===== config.mk =====
export PLATFORM = sky130hd
export DESIGN_NAME = wdf_top
export DESIGN_NICKNAME = d
export VERILOG_FILES = /design/src/rtl/wdf_pkg.sv /design/src/rtl/wdf_counter.sv /design/src/rtl/wdf_top.sv
export VERILOG_INCLUDE_DIRS = /design/src /design/src/rtl
export SDC_FILE = /design/constraint.sdc
export NUM_CORES = 1
export LEC_CHECK = 0
export ABC_AREA = 1
export BUFFER_PORTS_ARGS = -buffer_cell sky130_fd_sc_hd__buf_2
export CORE_MARGIN = 5
export CORE_UTILIZATION = 50
export DETAILED_ROUTE_END_ITERATION = 10
export GPL_TIMING_DRIVEN = 0
export PLACE_DENSITY = 0.68
export SYNTH_ARGS = -nofsm -noshare
export SYNTH_HDL_FRONTEND = slang
export SYNTH_SLANG_ARGS = --single-unit

===== constraint.sdc =====
create_clock -name MCLK -period 5.65 [get_ports MCLK]
set_clock_uncertainty 0.15 [all_clocks]
set_input_delay 0.2825 -clock MCLK [delete_from_list [all_inputs] [get_ports MCLK]]
set_output_delay 0.2825 -clock MCLK [all_outputs]
set_load 0.02 [all_outputs]

===== src/rtl/wdf_defs.svh =====
`ifndef WDF_DEFS_SVH
`define WDF_DEFS_SVH

// ----------------------------------------
// register values
// ----------------------------------------
`define WDF_CLEAR_KEY      8'hac
`define WDF_CLEAR_READBACK 8'h9a
`define WDF_MODE_STOP      8'h1f
`define WDF_MODE_RESET_VAL 8'h4f
`define WDF_READ_NONE      8'h00

// ----------------------------------------
// mode register fields
// ----------------------------------------
`define WDF_MODE_RSTSEL_BIT 6
`define WDF_MODE_SEL_HI     3
`define WDF_MODE_SEL_LO     0

// ----------------------------------------
// timing
// ----------------------------------------
`define WDF_MIN_EXP_DEF 10
`define WDF_CNT_W_DEF   26
`endif


===== src/rtl/wdf_pkg.sv =====
package wdf_pkg;
    // configuration state of the watchdog
    typedef enum logic [1:0] {
        WDF_FRESH   = 2'b00,
        WDF_SET     = 2'b01,
        WDF_STOPPED = 2'b10
    } wdf_state_e;
endpackage : wdf_pkg


===== src/rtl/wdf_counter.sv =====
`include "wdf_defs.svh"
module wdf_counter
    import wdf_pkg::*;
#(
    parameter int CNT_W   = `WDF_CNT_W_DEF,
    parameter int MIN_EXP = `WDF_MIN_EXP_DEF
) (
    // clock and reset
    input  wire logic             clk,
    input  wire logic             rst,
    // control
    input  wire logic             run,
    input  wire logic             clr,
    input  wire logic [3:0]       sel,
    // state
    output logic      [CNT_W-1:0] count,
    output logic                  terminal
);
    logic [CNT_W-1:0] count_reg;
    logic [CNT_W-1:0] count_next;
    logic [CNT_W-1:0] limit;

    // ----------------------------------------
    // elaboration check
    // ----------------------------------------
    if (CNT_W < MIN_EXP + 16 || MIN_EXP < 1) begin : g_bad_width
        $error("counter too narrow for the interval selection");
    end

    // last count of the selected interval, 2^(MIN_EXP+sel) cycles
    assign limit    = (CNT_W'(1) << (MIN_EXP + int'(sel))) - CNT_W'(1);
    assign terminal = run && (count_reg == limit);
    assign count    = count_reg;

    // next count: clear wins, wrap at terminal, hold when stopped
    always_comb begin
        count_next = count_reg;
        if (clr || terminal) begin
            count_next = '0;
        end else if (run) begin
            count_next = count_reg + CNT_W'(1);
        end
    end

    always_ff @(posedge clk or posedge rst) begin
        if (rst) begin
            count_reg <= '0;
        end else begin
            count_reg <= count_next;
        end
    end
endmodule // wdf_counter


===== src/rtl/wdf_top.sv =====
`include "wdf_defs.svh"
module wdf_top
    import wdf_pkg::*;
#(
    parameter int CNT_W   = `WDF_CNT_W_DEF,
    parameter int MIN_EXP = `WDF_MIN_EXP_DEF
) (
    // clock and reset
    input  wire logic       MCLK,
    input  wire logic       SYS_RST,
    // processor access
    input  wire logic       CPU_WR,
    input  wire logic       CPU_RD,
    input  wire logic       CPU_SEL_CLEAR,
    input  wire logic       CPU_SEL_MODE,
    input  wire logic       CPU_BITOP,
    input  wire logic [7:0] CPU_WDATA,
    output logic      [7:0] CPU_RDATA,
    // watchdog outputs
    output logic            WDT_OVF,
    output logic            WDT_RST_REQ,
    output logic            WDT_NMI_REQ,
    output logic            WDT_RUNNING
);
    wdf_state_e       state_reg;
    wdf_state_e       state_next;
    logic [7:0]       mode_reg;
    logic [7:0]       mode_next;
    logic [7:0]       rdata_reg;
    logic [7:0]       rdata_next;
    logic             ovf_reg;
    logic             ovf_next;
    logic             rst_req_reg;
    logic             rst_req_next;
    logic             nmi_req_reg;
    logic             nmi_req_next;
    logic             stopped;
    logic             clr_wr;
    logic             mode_wr;
    logic             key_ok;
    logic             force_ovf;
    logic             mode_take;
    logic             restart;
    logic             rst_sel;
    logic             terminal;
    logic [CNT_W-1:0] count;

    // ----------------------------------------
    // access decode
    // ----------------------------------------
    assign stopped = (state_reg == WDF_STOPPED);
    assign clr_wr  = CPU_WR && CPU_SEL_CLEAR;
    assign mode_wr = CPU_WR && CPU_SEL_MODE;
    // a bit manipulation never counts as a clear, even with the key
    assign key_ok  = clr_wr && !CPU_BITOP && (CPU_WDATA == `WDF_CLEAR_KEY);
    // forced overflow sources, all masked while stopped
    assign force_ovf = !stopped && ((clr_wr && !key_ok)
                                 || (mode_wr && state_reg == WDF_SET));
    // the accepted mode write starts the new interval from zero, so a
    // shorter interval never finds the count already past its end
    assign mode_take = mode_wr && (state_reg == WDF_FRESH);
    assign restart   = key_ok || force_ovf || mode_take;
    assign rst_sel   = mode_reg[`WDF_MODE_RSTSEL_BIT];

    // ----------------------------------------
    // interval counter
    // ----------------------------------------
    wdf_counter #(
        .CNT_W   (CNT_W),
        .MIN_EXP (MIN_EXP)
    ) u_counter (
        .clk      (MCLK),
        .rst      (SYS_RST),
        .run      (!stopped),
        .clr      (restart),
        .sel      (mode_reg[`WDF_MODE_SEL_HI:`WDF_MODE_SEL_LO]),
        .count    (count),
        .terminal (terminal)
    );

    // ----------------------------------------
    // mode register and configuration state
    // ----------------------------------------
    // only the first write after reset lands; stop is final until reset
    always_comb begin
        state_next = state_reg;
        mode_next  = mode_reg;
        case (state_reg)
            WDF_FRESH: begin
                if (mode_wr) begin
                    mode_next  = CPU_WDATA;
                    state_next = (CPU_WDATA == `WDF_MODE_STOP) ? WDF_STOPPED : WDF_SET;
                end
            end
            WDF_SET:     state_next = WDF_SET;
            WDF_STOPPED: state_next = WDF_STOPPED;
            default:     state_next = WDF_FRESH;
        endcase
    end

    // configuration registers, back to the self-starting setting on reset
    always_ff @(posedge MCLK or posedge SYS_RST) begin
        if (SYS_RST) begin
            state_reg <= WDF_FRESH;
            mode_reg  <= `WDF_MODE_RESET_VAL;
        end else begin
            state_reg <= state_next;
            mode_reg  <= mode_next;
        end
    end

    // ----------------------------------------
    // read data and overflow outputs
    // ----------------------------------------
    // clear register reads a fixed pattern so a read-back can never feed the key
    always_comb begin
        rdata_next   = rdata_reg;
        // a key written in the last count cancels that interval's timeout
        ovf_next     = force_ovf || (terminal && !key_ok);
        rst_req_next = ovf_next && mode_reg[`WDF_MODE_RSTSEL_BIT];
        nmi_req_next = ovf_next && !mode_reg[`WDF_MODE_RSTSEL_BIT];
        if (CPU_RD && CPU_SEL_CLEAR) begin
            rdata_next = `WDF_CLEAR_READBACK;
        end else if (CPU_RD && CPU_SEL_MODE) begin
            rdata_next = mode_reg;
        end else if (CPU_RD) begin
            rdata_next = `WDF_READ_NONE;
        end
    end

    // output flops, so each pulse lasts one whole clock per cycle its source is high
    always_ff @(posedge MCLK or posedge SYS_RST) begin
        if (SYS_RST) begin
            rdata_reg   <= `WDF_READ_NONE;
            ovf_reg     <= 1'b0;
            rst_req_reg <= 1'b0;
            nmi_req_reg <= 1'b0;
        end else begin
            rdata_reg   <= rdata_next;
            ovf_reg     <= ovf_next;
            rst_req_reg <= rst_req_next;
            nmi_req_reg <= nmi_req_next;
        end
    end

    assign CPU_RDATA   = rdata_reg;
    assign WDT_OVF     = ovf_reg;
    assign WDT_RST_REQ = rst_req_reg;
    assign WDT_NMI_REQ = nmi_req_reg;
    assign WDT_RUNNING = !stopped;
endmodule // wdf_top

Word-level counts from Yosys, hierarchy flattened
Index checks and enable logic that the tools add are counted.
- add/sub/neg operators: 3
- equality and inequality tests: 7
- shifts and indexed selects: 1
- multiplexer cells: 8
- reduce and logical (&&, ||, !) cells: 26
- operators with widths (cell ; count):
    26-bit two-way mux ; 2
    1-bit by 32-bit << shifter with 26-bit output (first input constant) ; 1
    26-bit by 1-bit adder with 26-bit output (second input constant) ; 1
    26-bit == test ; 1
    26-bit by 2-bit subtractor with 26-bit output (second input constant) ; 1
    8-bit two-way mux ; 3
    1-bit logical AND ; 14
    8-bit by 5-bit == test with 1-bit output (second input constant) ; 1
    8-bit == test (second input constant) ; 1
    2-bit case mux with 3 select lines ; 1
    4-bit by 4-bit adder with 5-bit output (first input constant) ; 1
    1-bit logical OR ; 5
    1-bit zero test ; 4
    2-bit two-way mux ; 2
    3-bit nonzero test ; 1
    2-bit by 1-bit == test with 1-bit output (second input constant) ; 1
    2-bit == test (second input constant) ; 1
    2-bit zero test ; 1
    2-bit by 1-bit inequality test with 1-bit output (second input constant) ; 1
    2-bit inequality test (second input constant) ; 1
    2-bit AND reduction ; 1
- bits in registers: 47
- bits of input ports: 15
- logic and storage cells: 52

Logic depth before layout (Yosys ltp)
- word-level depth: 11
- gate-level depth with buffers: 22
- mapped depth without buffers: 20

Cells and area by module
From an unflattened synthesis, not the netlist that was laid out.
- cells, all modules: 547
- area, all modules: 3723.6 um^2
- by module, submodules not included (module ; times used ; cells each ; area an instance (um^2) ; sequential area each (um^2)):
    wdf_counter ; 1 ; 448 ; 2770.2 ; 650.6
    wdf_top ; 1 ; 99 ; 953.4 ; 531.8

Least setup slack after synthesis
No wires, ideal clock.
- path type: reg2reg
- start point: reg mode_reg[2]
- end point: reg u_counter.count_reg[11], in the netlist u_counter.count[11]
- library setup time: 120 ps
- arrival: 2862 ps
- setup slack: 2519 ps
- stages on the path, launching flop included: 23
- buffers on the path: 2
- cell sequence: dfstp_2 -> ha_1 -> buf_2 -> inv_2 -> nand3_1 -> nor2_1 -> inv_1 -> ha_1 -> nand2_1 -> nand2_1 -> nor2_1 -> nand3_1 -> nor2_1 -> nand3_1 -> nor2_1 -> nand2_1 -> nor2_1 -> nand3_1 -> nor2_2 -> nand2_2 -> nand2_4 -> buf_6 -> nor2_1
- word-level cells in the longest chain between the ends: 7
- elaborated cells between the ends (all ways): 8
- those cells by class: 2 x add/sub; 2 x eq/ne; 1 x shift; 1 x mux; 2 x reduce/logical
- ends and longest elaborated chain (what ; RTL line ; RTL):
    start: declaration ; wdf_top.sv:27 ; logic [7:0] mode_reg;
    start signal: assignment ; wdf_top.sv:105 ; mode_reg <= `WDF_MODE_RESET_VAL;
    start signal: assignment ; wdf_top.sv:108 ; mode_reg <= mode_next;
    4-bit by 4-bit adder with 5-bit output (*) ; wdf_counter.sv:31 ; assign limit = (CNT_W'(1) << (MIN_EXP + int'(sel))) - CNT_W'(1);
    1-bit by 32-bit << shifter with 26-bit output (*) ; wdf_counter.sv:31 ;
    26-bit by 2-bit subtractor with 26-bit output (*) ; wdf_counter.sv:31 ;
    26-bit == test (*) ; wdf_counter.sv:32 ; assign terminal = run && (count_reg == limit);
    1-bit logical AND (*) ; wdf_counter.sv:32 ;
    1-bit logical OR (*) ; wdf_counter.sv:38 ; if (clr || terminal) begin
    2-bit by 1-bit inequality test with 1-bit output (no source line) / 26-bit two-way mux (equally long branches) ; - ;
    end signal: assignment ; wdf_counter.sv:49 ; count_reg <= count_next;
    end: declaration ; wdf_counter.sv:19 ; logic [CNT_W-1:0] count_reg;
Mark *: on every way between the ends. The rest lies on a longest branch, timed or not.
A chain may end at the register's enable or synchronous reset.

Worst setup path after layout
- start point: reg mode_reg[2]
- end point: reg u_counter.count_reg[9], in the netlist u_counter.count[9]
The elaborated chain is that of the path after synthesis.

==> flow_summary.yaml <==
critical_path:
  rr_worst_depth: 22
  criticalPathCategory: "reg -> reg"
  slowest_stage: "dfstp_2"
  worstPathCellList: "ha_1 -> buf_2 -> inv_2 -> nand3_1 -> nor2_1 -> inv_1 -> ha_1 -> nand2_1 -> nand2_1 -> nor2_1 -> nand3_1 -> nor2_1 -> nand3_1 -> nor2_1 -> nand2_1 -> nor2_1 -> nand3_1 -> nor2_2 -> nand2_2 -> nand2_4 -> buf_6 -> nor2_1"
  path_delay_family: "simple AND/OR/NAND/NOR gates"
  end_kind: "flip-flop"
  worst_setup_path_start_kind: "flip-flop"
  cp_data_required_time_ns: 5.69
  regToRegStartpoint: "mode_reg[2]$_DFFE_PP1P_"
  rrSetupSlack_ns: 1.80
  r2r_end: "u_counter.count[9]$_DFFE_PP0P_"
  crit_cells: 22
  critPathBufInv: 4
  crit_arrival_ns: 3.89
  cpPeakStageDelay_ns: 0.65
  critPathMaxFanout: 10
  crit_path_frequent_cell: "nor2_1"
logic_synthesis:
  ys_warn_count: 0
  yosys-top-cells-count: "nand2_1 (131), nor2_1 (85), nand3_1 (66)"
  synth-edff-count: 0
  synth_fp_nets: 542
  synth-xor-area-share_pct: 7.013
  muxShareOfSynthArea_pct: 0
  synth.most_common_cell: "nand2_1"
  syn_inst: 524
  synth_top_family_by_area: "simple AND/OR/NAND/NOR gates"
  async_reset_ff_share_pct: 100.0
  synth_compound_area_share_pct: 7.158
  synth_fa_ha_area_share_pct: 1.090
  syn_avg_cell_area_um2: 6.571
  yosysTopAreaCellShare_pct: 30.52
  synth_seq_cells: 47
  synth_area_leader_cell: "dfrtp_1"
  synth_simple_gate_area_share_pct: 40.95
  syn_area_mm2: 0.003443
  ys_seq_area_share_pct: 34.34
  synthDistinctLibCells: 34
  synthFlopType: "dfrtp_1"
  netlist_top_cells_area: "dfrtp_1 (31%), nand2_1 (14%), nand3_1 (9.6%)"
die:
  dieWidth_um: 92.99
  die_h_um: 92.99
  io-pin-count: 27
  rows: 30
  die_area_mm2: 0.008646
  fp.coreArea_mm2: 0.006756
  initial_utilization_pct: 50.96
cells_and_area:
  layout-area-overhead-vs-synth_pct: 11.05
  multiInputGateArea_mm2: 0.001936
  nets: 577
  drive_above_1_share_pct: 12.32
  nFillCells: 645
  largest_reg_flops: 26
  antenna-diode-count: 0
  seqCellArea_mm2: 0.001182
global_routing:
  busiest_layer: "met2"
  grtUsageMet1_pct: 31.55
  grt_overflow: 0
  grt_first_pass_wirelength_um: 15610
  grtUsageMet3_pct: 3.942
  antenna_found_initial: 0
  grt_pass1_vias: 3350
  grt_util_met2_pct: 35.69
  grt_max_degree: 26
  grt_use_total_pct: 22.35
cts:
  cts_setup_buffers: 0
  clock_sinks: 47
  htree_levels: 2
  clock_path_buffers: 2
  clk_latency_ns: 0.30
  cts_root_buffer: "clkbuf_8"
  cts_tree: "yes"
  clkTransAtPathRegs_ns: 0.09
  cts_buffers: 5
flow_run:
  cap_viol_max_count: 0
route:
  first_pass_iters: 5
  viasPerCell: 5.436
  drt_first_iter_violations: 263
  wl_per_cell_um: 13.95
  vias: 3479
  drcViolationCount: 0
  antenna_left: 0
  finalWirelength_um: 8929
pwr:
  clkPwrFrac_pct: 25.8
  power_frac_comb_pct: 34.2
  power_density_mw_per_mm2: 253.2
  cellLeakagePower_uw: 0.001930
  p_sw_share_pct: 37.48
  irDropWorstVdd_v: 0.0001341
  p_switching_uw: 362.8
  intPower_uw: 605.3
  seqPwrFrac_pct: 40.0
timing:
  min_period_over_period_pct: 68.11
  tns_ns: 0
  worstMarginPinSlew_ns: 0.5970
  setup_ws_ns: 1.802
  setup_viol: 0
  layout_min_cycle_time_ns: 3.848
  drv_slew: 0
  finalHoldViolations: 0
  fmax_mhz: 259.9
  grt_setup_unrepaired: "false"
  slew_headroom_pct: 59.70
min_path:
  hold_path_startpoint: "CPU_SEL_CLEAR"
  hp-class: "in -> reg"
  hold_end: "CPU_RDATA[0]$_DFFE_PP0P_"
  whs_path_depth: 2
placed_design:
  pre_cts_ws_ns: 1.880
  port_buffers: 26
  gp_congestion: 0.8834
  hpwl_um: 7002
outcome:
  outcome: "completed"
worst max-delay path by stage:
stage | to | slack, ns | from
2_1_floorplan | u_counter.count[11]$_DFFE_PP0P_ | 2.52 | mode_reg[2]$_DFFE_PP1P_
3_3_place_gp | u_counter.count[9]$_DFFE_PP0P_ | 1.91 | mode_reg[2]$_DFFE_PP1P_
3_5_place_dp | u_counter.count[9]$_DFFE_PP0P_ | 1.88 | mode_reg[2]$_DFFE_PP1P_
4_1_cts | u_counter.count[9]$_DFFE_PP0P_ | 1.86 | mode_reg[2]$_DFFE_PP1P_
5_1_grt | u_counter.count[9]$_DFFE_PP0P_ | 1.41 | mode_reg[2]$_DFFE_PP1P_
6_report | u_counter.count[9]$_DFFE_PP0P_ | 1.80 | mode_reg[2]$_DFFE_PP1P_
layout by cell type (no fill, tap or decap), types with 4 or more instances in the layout:
| master | Yosys | routed |
|---|---|---|
| buf_2 | 2 | 28 |
| inv_1 | 64 | 63 |
| nor2_1 | 85 | 85 |
| inv_2 | 8 | 9 |
| o31ai_1 | 4 | 4 |
| nand3_1 | 66 | 66 |
| nand2_1 | 131 | 131 |
| o21ai_0 | 5 | 5 |
| dfstp_2 | 5 | 5 |
| dfrtp_1 | 42 | 42 |
| nor3_1 | 10 | 10 |
| xor2_1 | 24 | 24 |
| o21ai_1 | 7 | 7 |
| nand4_1 | 10 | 10 |
| clkbuf_8 | 0 | 5 |
| a21oi_1 | 20 | 20 |
| nor2_2 | 8 | 8 |
stage by stage:
step                      power, uW  std cells  hold slack, ns  area [um^2]  util (%)
after global routing           1039        640         0.06508         3824     56.59
after detailed placement      718.7        631          0.2183         3701     54.78
after CTS                     972.4        640         0.06755         3824     56.59
after floorplan               635.8        524          0.2319         3443         -
after global placement        711.0        630          0.3096         3674     54.37
final                         968.1        640         0.07296         3824     56.59
kinds of logic after synthesis:
family / after synthesis
buffers and inverters: 82
and+or+nand+nor: 323
adders and majority gates: 3
AOI/OAI and AO/OA: 43
xor gates and xnor gates: 26
DFF: 47
power groups by stage:
stage / sequential (uW) / combinational, uW / clock [uW]
2_1_floorplan: 399 / 236 / 0
3_3_place_gp: 392 / 319 / 0
3_5_place_dp: 393 / 326 / 0
5_1_grt: 391 / 376 / 271
6_report: 387 / 331 / 249
4_1_cts: 387 / 328 / 257
layer usage:
layer | wire, um | vias up
li1 | - | 1745
met1 | 4287 | 1605
met2 | 4001 | 121
met3 | 569 | 8
met4 | 71 | 0
met5 | 0 | -
repair_timing:
action | in CTS | in global routing
endpoints found under the hold margin | 19 | 0
resized for setup | 0 | 0
hold buffers | 1 | 0
cell type report:
cell class              instances  area share [%]
multi-input cells             395           50.62
flip-flops and latches         47           30.92
inverters                      74           7.264
repair buffers                 28           4.385
well taps                      80           2.618
clock buffers                   5           1.800
plain buffers                   8           1.243
clock inverters                 3           1.145
(Power assumes the default switching activity.)
